**config.mk**
```make
export PLATFORM = sky130hd
export DESIGN_NAME = adc_control
export DESIGN_NICKNAME = d
export VERILOG_FILES = /design/src/logic/adc_ctl_pkg.sv /design/src/logic/adc_prescaler.sv /design/src/logic/adc_control.sv
export SDC_FILE = /design/constraint.sdc
export NUM_CORES = 1
export LEC_CHECK = 0
export BUFFER_PORTS_ARGS = -buffer_cell sky130_fd_sc_hd__buf_2
export CAP_MARGIN = 10
export CORE_MARGIN = 4
export CORE_UTILIZATION = 37
export DETAILED_ROUTE_END_ITERATION = 6
export GPL_TIMING_DRIVEN = 0
export PLACE_DENSITY = 0.6
export SLEW_MARGIN = 20
export SYNTH_ARGS = -nofsm -noshare
export SYNTH_HDL_FRONTEND = slang
export SYNTH_SLANG_ARGS = --single-unit
```
**constraint.sdc**
```tcl
create_clock -name clock -period 3.4 [get_ports clock]
set_input_delay 0.17 -clock clock [delete_from_list [all_inputs] [get_ports clock]]
set_output_delay 0.17 -clock clock [all_outputs]
set_load 0.02 [all_outputs]
```
**src/logic/adc_ctl_pkg.sv**
```systemverilog
/*
  constants for the converter control block: register indices, field
  positions, reset values, channel codes and conversion lengths.
  assumes word-wide wishbone access with byte address = 4 * index.
*/
package adc_ctl_pkg;

  // register indices; byte address is four times the index
  localparam logic [6:0] IDX_RESULT_LO = 7'h78;
  localparam logic [6:0] IDX_RESULT_HI = 7'h79;
  localparam logic [6:0] IDX_CTRL_A    = 7'h7A;
  localparam logic [6:0] IDX_CTRL_B    = 7'h7B;
  localparam logic [6:0] IDX_INPUT_SEL = 7'h7C;

  localparam logic [7:0] RESET_BYTE = 8'h00;

  // converter_control_status_a fields
  localparam int CSA_ENABLE = 7;
  localparam int CSA_START  = 6;
  localparam int CSA_AUTO   = 5;
  localparam int CSA_FLAG   = 4;
  localparam int CSA_IE     = 3;
  localparam int CSA_PS_HI  = 2;

  // converter_control_status_b fields
  localparam int CSB_CMP_MUX = 6;
  localparam int CSB_TS_HI   = 2;

  // input_select_register fields
  localparam int ISR_REF_HI = 7;
  localparam int ISR_REF_LO = 6;
  localparam int ISR_LADJ   = 5;
  localparam int ISR_MUX_HI = 4;

  // channel codes
  localparam logic [4:0] MUX_SE_LAST   = 5'h07;
  localparam logic [4:0] MUX_GAIN_LAST = 5'h0F;
  localparam logic [4:0] MUX_NEG1_LAST = 5'h17;
  localparam logic [4:0] MUX_DIFF_LAST = 5'h1D;
  localparam logic [4:0] MUX_BANDGAP   = 5'h1E;
  localparam logic [4:0] MUX_GROUND    = 5'h1F;

  localparam logic [1:0] GAIN_1X   = 2'h0;
  localparam logic [1:0] GAIN_10X  = 2'h1;
  localparam logic [1:0] GAIN_200X = 2'h2;

  localparam logic [1:0] NEG_IN0 = 2'h0;
  localparam logic [1:0] NEG_IN1 = 2'h1;
  localparam logic [1:0] NEG_IN2 = 2'h2;

  localparam logic [2:0] TRIG_FREE_RUN = 3'h0;

  // conversion lengths in converter clock cycles
  localparam logic [4:0] INIT_CYCLES   = 5'd25;
  localparam logic [4:0] NORMAL_CYCLES = 5'd13;

  typedef struct packed {
    logic [2:0] pos;
    logic [1:0] neg;
    logic [1:0] gain;
    logic       single;
    logic       diff;
    logic       bandgap;
    logic       ground;
  } route_t;

  typedef enum logic [0:0] {ST_IDLE, ST_CONVERT} conv_state_t;

endpackage

```
**src/logic/adc_prescaler.sv**
```systemverilog
/*
  converter clock divider: a one-cycle enable pulse every 2..128 system
  clocks. assumes the select field is stable while the converter runs.
*/
`timescale 1ns/1ps
`default_nettype none

module adc_prescaler (
  input  wire logic       clock,
  input  wire logic       rst_n,
  input  wire logic       run,
  input  wire logic [2:0] div_sel,
  output var  logic       tick
);
  localparam logic [6:0] CNT_ZERO = 7'h00;
  localparam logic [6:0] CNT_ONE  = 7'h01;

  logic [6:0] cnt_r;
  logic [6:0] cnt_nxt;
  logic [6:0] last_cnt;
  logic       wrap;

  // codes 000 and 001 both divide by two
  assign last_cnt = (div_sel < 3'h2) ? CNT_ONE : 7'((8'h01 << div_sel) - 8'h01);
  assign wrap     = (cnt_r >= last_cnt);
  // held at zero while off so enabling always restarts a full period
  assign cnt_nxt  = (!run || wrap) ? CNT_ZERO : 7'(cnt_r + CNT_ONE);

  always_ff @(posedge clock or negedge rst_n) begin
    if (!rst_n) begin
      cnt_r <= CNT_ZERO;
      tick  <= 1'b0;
    end else begin
      cnt_r <= cnt_nxt;
      tick  <= run && wrap;
    end
  end
endmodule

`default_nettype wire

```
**src/logic/adc_control.sv**
```systemverilog
/*
  converter control and result registers behind a classic wishbone slave:
  channel routing, start / auto-trigger sequencing, completion flag and
  interrupt request, result lock and adjustment, comparator input routing.
  assumes a converter core on the same clock that presents its 10-bit code
  on core_result when conv_sample pulses, and asynchronous trigger sources.
*/
// Local design decision: the Wishbone slave port.
// Notes on behaviour
// - codes 0-7 pick single inputs 0-7; 30 bandgap; 31 ground.
// - codes 8-29 pick differential pairs with their negative input and gain.
// - channel changes during a conversion apply only after it completes.
// - enable bit turns converter on; clearing it aborts a running conversion.
// - writing start launches one conversion; in free running only the first.
// - first conversion after enabling takes 25 converter clocks, others 13.
// - start bit reads one while converting; writing zero does nothing.
// - with auto-trigger set, a rising edge of selected trigger starts conversion unless one is still running; edges while busy are lost.
// - done flag sets when conversion finishes, whether or not a locked result is updated.
// - done flag clears when vector is taken or software writes one.
// - interrupt request while flag, interrupt enable and global enable all set.
// - divider field gives 2,2,4,8,16,32,64,128 system clocks per converter clock.
// - result low byte at index 0x78, high byte at 0x79.
// - after low byte read, result is frozen until high byte read.
// - right adjust uses bits 9:0, left adjust bits 15:6, rest zero.
// - differential results are presented as two's complement.
// - comparator negative input from channel mux when enabled and converter off.
// - left-adjust change reshapes the result immediately, even mid-conversion.
// - with auto-trigger, source field picks trigger; 000 free running.
// - switching to free running never creates a trigger by itself.
`timescale 1ns/1ps
`default_nettype none

module adc_control #(
  parameter int ADDR_W = 9
) (
  input  wire logic              clock,
  input  wire logic              rst_n,
  input  wire logic [ADDR_W-1:0] wb_adr_i,
  input  wire logic [31:0]       wb_dat_i,
  output var  logic [31:0]       wb_dat_o,
  input  wire logic              wb_we_i,
  input  wire logic [3:0]        wb_sel_i,
  input  wire logic              wb_cyc_i,
  input  wire logic              wb_stb_i,
  output var  logic              wb_ack_o,
  input  wire logic [7:1]        trigger_in,
  input  wire logic [9:0]        core_result,
  input  wire logic              global_irq_enable,
  input  wire logic              irq_vector_taken,
  output var  logic              conv_irq,
  output var  logic              converter_on,
  output var  logic              core_clk_en,
  output var  logic              conv_busy,
  output var  logic              conv_init,
  output var  logic              conv_sample,
  output var  logic [2:0]        pos_input,
  output var  logic [1:0]        neg_input,
  output var  logic [1:0]        gain_sel,
  output var  logic              single_ended,
  output var  logic              diff_mode,
  output var  logic              bandgap_sel,
  output var  logic              ground_sel,
  output var  logic [1:0]        ref_select,
  output var  logic              comparator_neg_from_mux
);
  import adc_ctl_pkg::*;

  if (ADDR_W < 9) begin : g_addr_check
    $error("ADDR_W must reach byte address 0x1F0");
  end

  function automatic route_t mux_decode(input logic [4:0] code);
    route_t r;
    r = '0;
    if (code <= MUX_SE_LAST) begin
      r.single = 1'b1;
      r.pos    = code[2:0];
    end else if (code <= MUX_GAIN_LAST) begin
      r.diff = 1'b1;
      r.pos  = {1'b0, code[2], code[0]};
      r.neg  = code[2] ? NEG_IN2 : NEG_IN0;
      r.gain = code[1] ? GAIN_200X : GAIN_10X;
    end else if (code <= MUX_DIFF_LAST) begin
      r.diff = 1'b1;
      r.pos  = code[2:0];
      r.neg  = (code <= MUX_NEG1_LAST) ? NEG_IN1 : NEG_IN2;
      r.gain = GAIN_1X;
    end else begin
      r.bandgap = (code == MUX_BANDGAP);
      r.ground  = (code == MUX_GROUND);
    end
    return r;
  endfunction

  // software-visible registers
  logic        enable_r;
  logic        auto_r;
  logic        flag_r;
  logic        ie_r;
  logic [2:0]  ps_r;
  logic        cmp_mux_r;
  logic [2:0]  trig_src_r;
  logic [1:0]  ref_r;
  logic        ladj_r;
  logic [4:0]  mux_r;
  // converter state
  conv_state_t state_r;
  logic [4:0]  cnt_r;
  logic [4:0]  len_r;
  logic        init_pend_r;
  logic [4:0]  act_mux_r;
  logic [1:0]  act_ref_r;
  logic [9:0]  result_r;
  logic        lock_r;
  logic [6:0]  trig_meta_r;
  logic [6:0]  trig_sync_r;
  logic        trig_prev_r;
  logic        ack_r;
  logic [7:0]  rd_byte_r;
  logic        tick;

  // bus decode
  wire       req     = wb_cyc_i && wb_stb_i;
  wire [6:0] idx     = wb_adr_i[8:2];
  wire       wr_take = req && wb_we_i && ack_r && wb_sel_i[0];
  wire       rd_take = req && !wb_we_i && ack_r;
  wire [7:0] wd      = wb_dat_i[7:0];
  wire       wr_a    = wr_take && (idx == IDX_CTRL_A);
  wire       wr_b    = wr_take && (idx == IDX_CTRL_B);
  wire       wr_isr  = wr_take && (idx == IDX_INPUT_SEL);
  wire       rd_lo   = rd_take && (idx == IDX_RESULT_LO);
  wire       rd_hi   = rd_take && (idx == IDX_RESULT_HI);

  wire       enable_nxt = wr_a ? wd[CSA_ENABLE] : enable_r;
  wire       busy       = (state_r == ST_CONVERT);

  // conversion sequencing
  wire       finish   = busy && tick && (cnt_r == 5'(len_r - 5'd1));
  // sampled level of the chosen source; free running has no edge source
  wire       trig_lvl = (trig_src_r == TRIG_FREE_RUN) ? 1'b0
                        : trig_sync_r[3'(trig_src_r - 3'h1)];
  wire       trig_edge = auto_r && trig_lvl && !trig_prev_r;
  // free running restarts on own completion, never on a source switch
  wire       free_go  = auto_r && (trig_src_r == TRIG_FREE_RUN) && finish;
  wire       sw_go    = wr_a && wd[CSA_START] && wd[CSA_ENABLE];
  wire       start    = enable_nxt && (sw_go || trig_edge || free_go)
                        && (!busy || finish);
  wire       init_nxt = init_pend_r || (wr_a && wd[CSA_ENABLE] && !enable_r);

  // flag: hardware set wins over either clear
  wire       flag_clr = irq_vector_taken || (wr_a && wd[CSA_FLAG]);
  wire       flag_nxt = finish || (flag_r && !flag_clr);

  // result shaping on the read path so left adjust acts at once
  wire [15:0] res_view = ladj_r ? {result_r, 6'h00} : {6'h00, result_r};
  route_t     act_route;
  assign act_route = mux_decode(act_mux_r);

  // offset-binary code from the core turned to two's complement
  wire [9:0] shaped = act_route.diff ? {~core_result[9], core_result[8:0]}
                                     : core_result;

  logic [7:0] rd_byte;
  always_comb begin
    rd_byte = RESET_BYTE;
    case (idx)
      IDX_RESULT_LO: rd_byte = res_view[7:0];
      IDX_RESULT_HI: rd_byte = res_view[15:8];
      IDX_CTRL_A:    rd_byte = {enable_r, busy, auto_r, flag_r, ie_r, ps_r};
      IDX_CTRL_B:    rd_byte = {1'b0, cmp_mux_r, 3'h0, trig_src_r};
      IDX_INPUT_SEL: rd_byte = {ref_r, ladj_r, mux_r};
      default:       rd_byte = RESET_BYTE;
    endcase
  end

  adc_prescaler u_prescaler (
    .clock   (clock),
    .rst_n   (rst_n),
    .run     (enable_r),
    .div_sel (ps_r),
    .tick    (tick)
  );

  // wishbone slave: ack one cycle after request, one cycle wide
  always_ff @(posedge clock or negedge rst_n) begin
    if (!rst_n) begin
      ack_r     <= 1'b0;
      rd_byte_r <= RESET_BYTE;
    end else begin
      ack_r     <= req && !ack_r;
      rd_byte_r <= rd_byte;
    end
  end
  assign wb_ack_o = ack_r;
  assign wb_dat_o = {24'h000000, rd_byte_r};

  // control registers
  always_ff @(posedge clock or negedge rst_n) begin
    if (!rst_n) begin
      enable_r   <= 1'b0;
      auto_r     <= 1'b0;
      ie_r       <= 1'b0;
      ps_r       <= 3'h0;
      cmp_mux_r  <= 1'b0;
      trig_src_r <= 3'h0;
      ref_r      <= 2'h0;
      ladj_r     <= 1'b0;
      mux_r      <= 5'h00;
      flag_r     <= 1'b0;
    end else begin
      flag_r <= flag_nxt;
      if (wr_a) begin
        enable_r <= wd[CSA_ENABLE];
        auto_r   <= wd[CSA_AUTO];
        ie_r     <= wd[CSA_IE];
        ps_r     <= wd[CSA_PS_HI:0];
      end
      if (wr_b) begin
        cmp_mux_r  <= wd[CSB_CMP_MUX];
        trig_src_r <= wd[CSB_TS_HI:0];
      end
      if (wr_isr) begin
        ref_r  <= wd[ISR_REF_HI:ISR_REF_LO];
        ladj_r <= wd[ISR_LADJ];
        mux_r  <= wd[ISR_MUX_HI:0];
      end
    end
  end

  // trigger synchroniser; only the second stage is ever looked at
  always_ff @(posedge clock or negedge rst_n) begin
    if (!rst_n) begin
      trig_meta_r <= 7'h00;
      trig_sync_r <= 7'h00;
      trig_prev_r <= 1'b0;
    end else begin
      trig_meta_r <= trigger_in;
      trig_sync_r <= trig_meta_r;
      trig_prev_r <= trig_lvl;
    end
  end

  // conversion engine
  always_ff @(posedge clock or negedge rst_n) begin
    if (!rst_n) begin
      state_r     <= ST_IDLE;
      cnt_r       <= 5'h00;
      len_r       <= NORMAL_CYCLES;
      init_pend_r <= 1'b0;
      act_mux_r   <= 5'h00;
      act_ref_r   <= 2'h0;
    end else if (!enable_nxt) begin
      state_r     <= ST_IDLE;
      cnt_r       <= 5'h00;
      init_pend_r <= 1'b0;
      act_mux_r   <= mux_r;
      act_ref_r   <= ref_r;
    end else begin
      case (state_r)
        ST_IDLE: begin
          act_mux_r   <= mux_r;
          act_ref_r   <= ref_r;
          init_pend_r <= init_nxt;
          if (start) begin
            state_r     <= ST_CONVERT;
            cnt_r       <= 5'h00;
            len_r       <= init_nxt ? INIT_CYCLES : NORMAL_CYCLES;
            init_pend_r <= 1'b0;
          end
        end
        ST_CONVERT: begin
          if (finish) begin
            // pending channel change applies from here on
            act_mux_r <= mux_r;
            act_ref_r <= ref_r;
            cnt_r     <= 5'h00;
            len_r     <= NORMAL_CYCLES;
            state_r   <= start ? ST_CONVERT : ST_IDLE;
          end else if (tick) begin
            cnt_r <= 5'(cnt_r + 5'd1);
          end
        end
        default: state_r <= ST_IDLE;
      endcase
    end
  end

  // result register and read lock
  always_ff @(posedge clock or negedge rst_n) begin
    if (!rst_n) begin
      result_r <= 10'h000;
      lock_r   <= 1'b0;
    end else begin
      // a result finishing while locked is lost, the flag still sets
      if (finish && !lock_r) begin
        result_r <= shaped;
      end
      if (rd_hi) begin
        lock_r <= 1'b0;
      end else if (rd_lo) begin
        lock_r <= 1'b1;
      end
    end
  end

  // outward signals, all registered
  always_ff @(posedge clock or negedge rst_n) begin
    if (!rst_n) begin
      conv_irq                <= 1'b0;
      converter_on            <= 1'b0;
      core_clk_en             <= 1'b0;
      conv_busy               <= 1'b0;
      conv_init               <= 1'b0;
      conv_sample             <= 1'b0;
      pos_input               <= 3'h0;
      neg_input               <= 2'h0;
      gain_sel                <= 2'h0;
      single_ended            <= 1'b0;
      diff_mode               <= 1'b0;
      bandgap_sel             <= 1'b0;
      ground_sel              <= 1'b0;
      ref_select              <= 2'h0;
      comparator_neg_from_mux <= 1'b0;
    end else begin
      conv_irq     <= flag_r && ie_r && global_irq_enable;
      converter_on <= enable_r;
      core_clk_en  <= tick && busy;
      conv_busy    <= busy;
      conv_init    <= busy && (len_r == INIT_CYCLES);
      // core must hold its code until this strobe has been seen
      conv_sample  <= finish;
      pos_input    <= act_route.pos;
      neg_input    <= act_route.neg;
      gain_sel     <= act_route.gain;
      single_ended <= act_route.single;
      diff_mode    <= act_route.diff;
      bandgap_sel  <= act_route.bandgap;
      ground_sel   <= act_route.ground;
      ref_select   <= act_ref_r;
      // with the converter off the mux follows the register directly
      comparator_neg_from_mux <= cmp_mux_r && !enable_r;
    end
  end

endmodule

`default_nettype wire

```
* After elaboration in Yosys (flattened, before gate mapping) *
Index checks and enable logic that the tools add are counted.

storage, ports and cells
  output and inout port bits = 53
  bits of input ports = 69
  register bits after elaboration = 101
  logic and storage cells = 166

operators by class
  bitwise logic cells = 2
  add/sub/neg operators = 5
  reduce and logical (&&, ||, !) cells = 50
  shift operators = 1
  muxes and demuxes = 46
  equality and inequality tests = 15
  order comparisons = 7

operators with widths
  kind                                                  count
  two-way mux 5 bit                                     9
  one-hot mux 8 bit (5 select lines)                    1
  equality test 7 bit (second input constant)           5
  logical AND 1 bit                                     32
  one-hot mux 5 bit (2 select lines)                    3
  two-way mux 7 bit                                     4
  two-way mux 16 bit                                    1
  equality test 5 bit (second input constant)           3
  two-way mux 1 bit                                     14
  two-way mux 2 bit                                     7
  <= comparator 5 bit (second input constant)           2
  two-way mux 10 bit                                    1
  adder 7 x 1 -> 7 bit (second input constant)          1
  >= comparator 7 bit                                   1
  zero test 1 bit                                       7
  logical OR 1 bit                                      7
  left shift 1 x 3 -> 7 bit (first input constant)      1
  subtractor 7 x 1 -> 7 bit (second input constant)     1
  two-way mux 3 bit                                     2
  adder 5 x 1 -> 5 bit (second input constant)          1
  equality test 5 bit                                   1
  <= comparator 5 x 3 -> 1 bit (second input constant)  1
  <= comparator 5 x 4 -> 1 bit (second input constant)  1
  subtractor 5 x 1 -> 5 bit (second input constant)     1
  other kinds (17)                                      19

* Depth between registers and ports, before layout *
  depth after elaboration = 15
  depth in mapped cells = 11
  mapped depth without buffers = 10

* Modules after synthesis *
A second synthesis with hierarchy kept.

unflattened totals
  cells, all modules = 377
  area, all modules = 4390.5 µm²

by module, submodules not included
  module         seq. area each (µm²)  times used  cells each  area each (µm²)
  adc_control    2253.4                1           319         3842.4
  adc_prescaler  200.2                 1           58          548.0

* Least setup slack after synthesis *
Ideal clock, no wire load.

  path kind = register -> register
  start point = reg ps_r[2]
  end point = reg u_prescaler.cnt_r[2]
  buffers on the path = 1
  slack = 0.859 ns
  clock period less this slack = 2.541 ns
  data required time = 3.326 ns
  setup time = 0.074 ns
  arrival time = 2.467 ns
  cell stages (with the launch flop) = 11
  cell sequence = dfrtp_1 > clkbuf_1 > or3_1 > ha_1 > or2_2 > ha_1 > a21o_1 > a21o_1 > a21oi_1 > o211ai_1 > nor2_1

between the ends
  word-level cells in the longest chain between the ends = 6
  elaborated cells on any way between the ends = 7

RTL lines
  item                        line                 text
  start, declared             adc_control.sv:100   logic [2:0] ps_r;
  start signal, assigned      adc_control.sv:216   ps_r <= wd[CSA_PS_HI:0];
  left shift 1 x 3 -> 7 bit   adc_prescaler.sv:24  assign last_cnt = (div_sel < 3'h2) ? CNT_ONE : 7'((8'h01 << div_sel) - 8'h01);
  subtractor 7 x 1 -> 7 bit   adc_prescaler.sv:24
  two-way mux 7 bit *         adc_prescaler.sv:24
  >= comparator 7 bit *       adc_prescaler.sv:25  assign wrap = (cnt_r >= last_cnt);
  logical OR 1 bit *          adc_prescaler.sv:27  assign cnt_nxt = (!run || wrap) ? CNT_ZERO : 7'(cnt_r + CNT_ONE);
  two-way mux 7 bit *         adc_prescaler.sv:27
  via u_prescaler.cnt_nxt[2]  adc_prescaler.sv:19  logic [6:0] cnt_nxt;
  end signal, assigned        adc_prescaler.sv:34  cnt_r <= cnt_nxt;
  end, declared               adc_prescaler.sv:18  logic [6:0] cnt_r;

The timed path passes the listed nets; every way through them passes the cells marked *.
A chain may end at the register's enable or synchronous reset.

* Worst setup path after layout *
  start point = reg ps_r[2]
  end point = reg u_prescaler.cnt_r[3]

The elaborated chain is that of the path after synthesis.

==> results.yml <==
status:
  outcome: "finished clean"
setup_path:
  cp-end-kind: "flip-flop"
  critPathTopFamily: "simple AND/OR/NAND/NOR gates"
  cp_slowest_cell: "or3_1"
  worstSetupStartpointType: "flip-flop"
  crit_chain: "clkbuf_1 > or3_1 > ha_1 > or2_2 > ha_1 > a21o_1 > a21o_1 > a21oi_1 > o211ai_1 > nor2_1"
  critPathRequiredTime_ns: 3.66
  path_buf_inv: 1
  crit_type: "flip-flop to flip-flop"
  slowest_delay_ns: 0.41
  arrival_ns: 3.08
  worstPathMaxFanout: 8
synth:
  synth_xor_area_share_pct: 1.95
  syn-cell-area_um2: 4480
  synth_seq_area_share_pct: 54.7
  synth_fa_ha_area_share_pct: 3.63
  muxShareOfSynthArea_pct: 10.2
  synth-seq-cells: 98
  syn-instance-count: 390
  synth_top_area_share_pct: 54.1
  synth_compound_area_share_pct: 8.54
  syn_area_per_cell_um2: 11.5
  synthTopCellsByArea: "dfrtp_1, mux2_2, buf_4, ha_1, nand2_1"
  synth-edff-count: 0
  synth_top_family_by_area: "simple AND/OR/NAND/NOR gates"
  yosys_warnings: 0
  synthFlopType: "dfrtp_1"
  synth_top_area_cell: "dfrtp_1"
  ys_types: 52
  yosys.area_share.simple_pct: 14.1
  async_reset_ff_share_pct: 100
global_route:
  grt_pass1_wl_um: 15400
  gr-total-overflow: 0
  grt_start_max_net_pins: 56
  antenna_found_initial: 0
  grt_pass1_vias: 3122
  grt_use_met3_pct: 4.37
  track_usage_pct: 13.8
  grt_use_met1_pct: 16.5
  grt.busiest_layer: "met2"
  met2_usage_pct: 23.3
placed_design:
  placedCellCount: 624
  hpwl_um: 6920
  gp_congestion: 0.820
  io_buffers: 67
clock_tree:
  cts_inserted_buffers: 9
  cts_buffer_depth: 2
  clk_latency_ns: 0.34
  cts-resized-gates: 0
  cts_root_buf: "clkbuf_16"
  cts_tree: "yes"
  cts.sinks: 98
  cts_max_level: 3
  path_clk_slew_ns: 0.07
  post-cts-setup-buffers: 0
floorplan:
  ios: 122
  dieArea_um2: 13900
  start_util_pct: 38.5
  rows: 39
  coreArea_um2: 11700
  die_w_um: 118
  die_h_um: 118
finish:
  n_antenna_cell: 0
  layoutNonFillerInstCount: 648
  fill_cells: 1083
  register_area_um2: 2450
  most-common-layout-cells: "dfrtp_1, buf_2, mux2_2"
  area_growth_pct: 22.5
  multi_input_area_um2: 1820
  fin_nets: 582
  utilization_pct: 47.1
  final_common_cell: "dfrtp_1"
  drive_above_1_share_pct: 30.1
route:
  post_drt_via_cell_ratio: 4.83
  wl_per_cell_um: 14.1
  drc: 0
  wirelength_um: 9120
  first_iter_violations: 153
  dr_total_vias: 3128
  dr.pass1.iters: 4
  drtAntennaViolNets: 0
sta:
  rsz0062_at_grt: "no"
  fin_tns_setup_ns: 0
  fmax_ghz: 0.356
  hold_viol: 0
  min_period_over_period_pct: 82.7
  fin_crit_ns: 2.81
  skew_ns: 0.00545
  drv_slew: 0
  worst_slew_pin_slew_ns: 0.859
  whs_ns: 0.0575
  finalSetupViolations: 0
  max_slew_margin_pct: 41.6
power:
  ir_worst_vdd_mv: 0.388
  p_per_area_nw_per_um2: 418
  power.leakage_nw: 2.83
flow_run:
  maxCapViolCount: 0
min_path:
  min_path_type: "input pin to flip-flop"
[per-stage QoR]
| step | power, mW | instance area [um^2] | setup WS (ns) |
|---|---|---|---|
| after CTS | 2.33 | 5490 | 0.534 |
| after floorplan | 1.27 | 4570 | 0.859 |
| after global routing | 2.40 | 5490 | 0.362 |
| final | 2.30 | 5490 | 0.588 |
| after detailed placement | 1.33 | 5120 | 0.542 |
| after global placement | 1.33 | 5080 | 0.630 |
[cell usage after synthesis (3+ instances only)]
cell type / count
mux2_2: 33
a21o_1: 4
nor3_1: 7
o21ai_0: 11
o22ai_1: 3
xnor2_1: 7
ha_1: 13
nand3b_1: 5
a222oi_1: 4
and2_1: 6
clkbuf_1: 8
xor2_1: 3
o31ai_1: 3
inv_1: 20
and3_1: 6
buf_4: 25
nand3_1: 13
nor2_1: 22
nor2b_1: 6
nand2_1: 31
nor3b_1: 3
a21oi_1: 13
dfrtp_1: 97
mux2i_1: 7
nand2b_1: 3
[path summary, 6_finish.rpt]
check	from	to	slack [ns]	depth (start not counted)
setup / recovery	ps_r[2]$_DFFE_PN0N_	u_prescaler.cnt_r[3]$_DFF_PN0_	0.59	10
hold / removal	wb_stb_i	wb_ack_o$_DFF_PN0_	0.06	3
setup reg to reg	ps_r[2]$_DFFE_PN0N_	u_prescaler.cnt_r[3]$_DFF_PN0_	0.59	10
hold reg to reg	trig_meta_r[1]$_DFF_PN0_	trig_sync_r[1]$_DFF_PN0_	0.35	0
max in group asynchronous	rst_n	len_r[2]$_DFFE_PN1P_	2.43	3
min in group asynchronous	rst_n	pos_input[1]$_DFF_PN0_	0.31	2
[timing repair]
action                                  in CTS  in global routing
hold endpoints to repair                    50                  0
endpoints found under the setup margin       0                  0
hold buffers                                 8                  0
[tightest hold or removal path, cell delays in order]
cell and delay, ns:
buf_2 0.11, nand2_1 0.05, nor2_1 0.03
[where the power goes]
| part | internal, mW | switching (mW) | total, mW |
|---|---|---|---|
| Clock | 0.545 | 0.435 | 0.980 |
| Combinational | 0.0571 | 0.0793 | 0.136 |
| Sequential | 1.18 | 0.00417 | 1.18 |
| Total | 1.78 | 0.519 | 2.30 |
[sequential cells by signal (all words and copies together) (netlist names), 5 cells and up]
register and cells:
mux_r 5, result_r 10, u_prescaler.cnt_r 7, trig_meta_r 7
rd_byte_r 8, trig_sync_r 7, cnt_r 5, act_mux_r 5
[per-layer routing]
| metal | part of all wire (%) | vias up |
|---|---|---|
| met5 | 0 | - |
| met4 | 1.6 | 0 |
| met3 | 5.1 | 10 |
| met2 | 50 | 95 |
| met1 | 43 | 1486 |
| li1 | - | 1537 |
[logic make-up after synthesis]
family,Yosys count
xor+xnor,10
compound gates,54
flops,98
simple gates,117
fa+ha+maj,13
other cells,2
mux,41
buf+inv,55
[final cells by class]
class / count / area share [%]
buffer: 35 / 4.10
clock buffer: 11 / 4.60
tap: 143 / 3.26
inverter: 20 / 1.37
timing repair buffer: 76 / 8.18
multi-input combinational: 260 / 33.1
sequential: 98 / 44.7
clock inverter: 5 / 0.774
(Power assumes the default switching activity.)
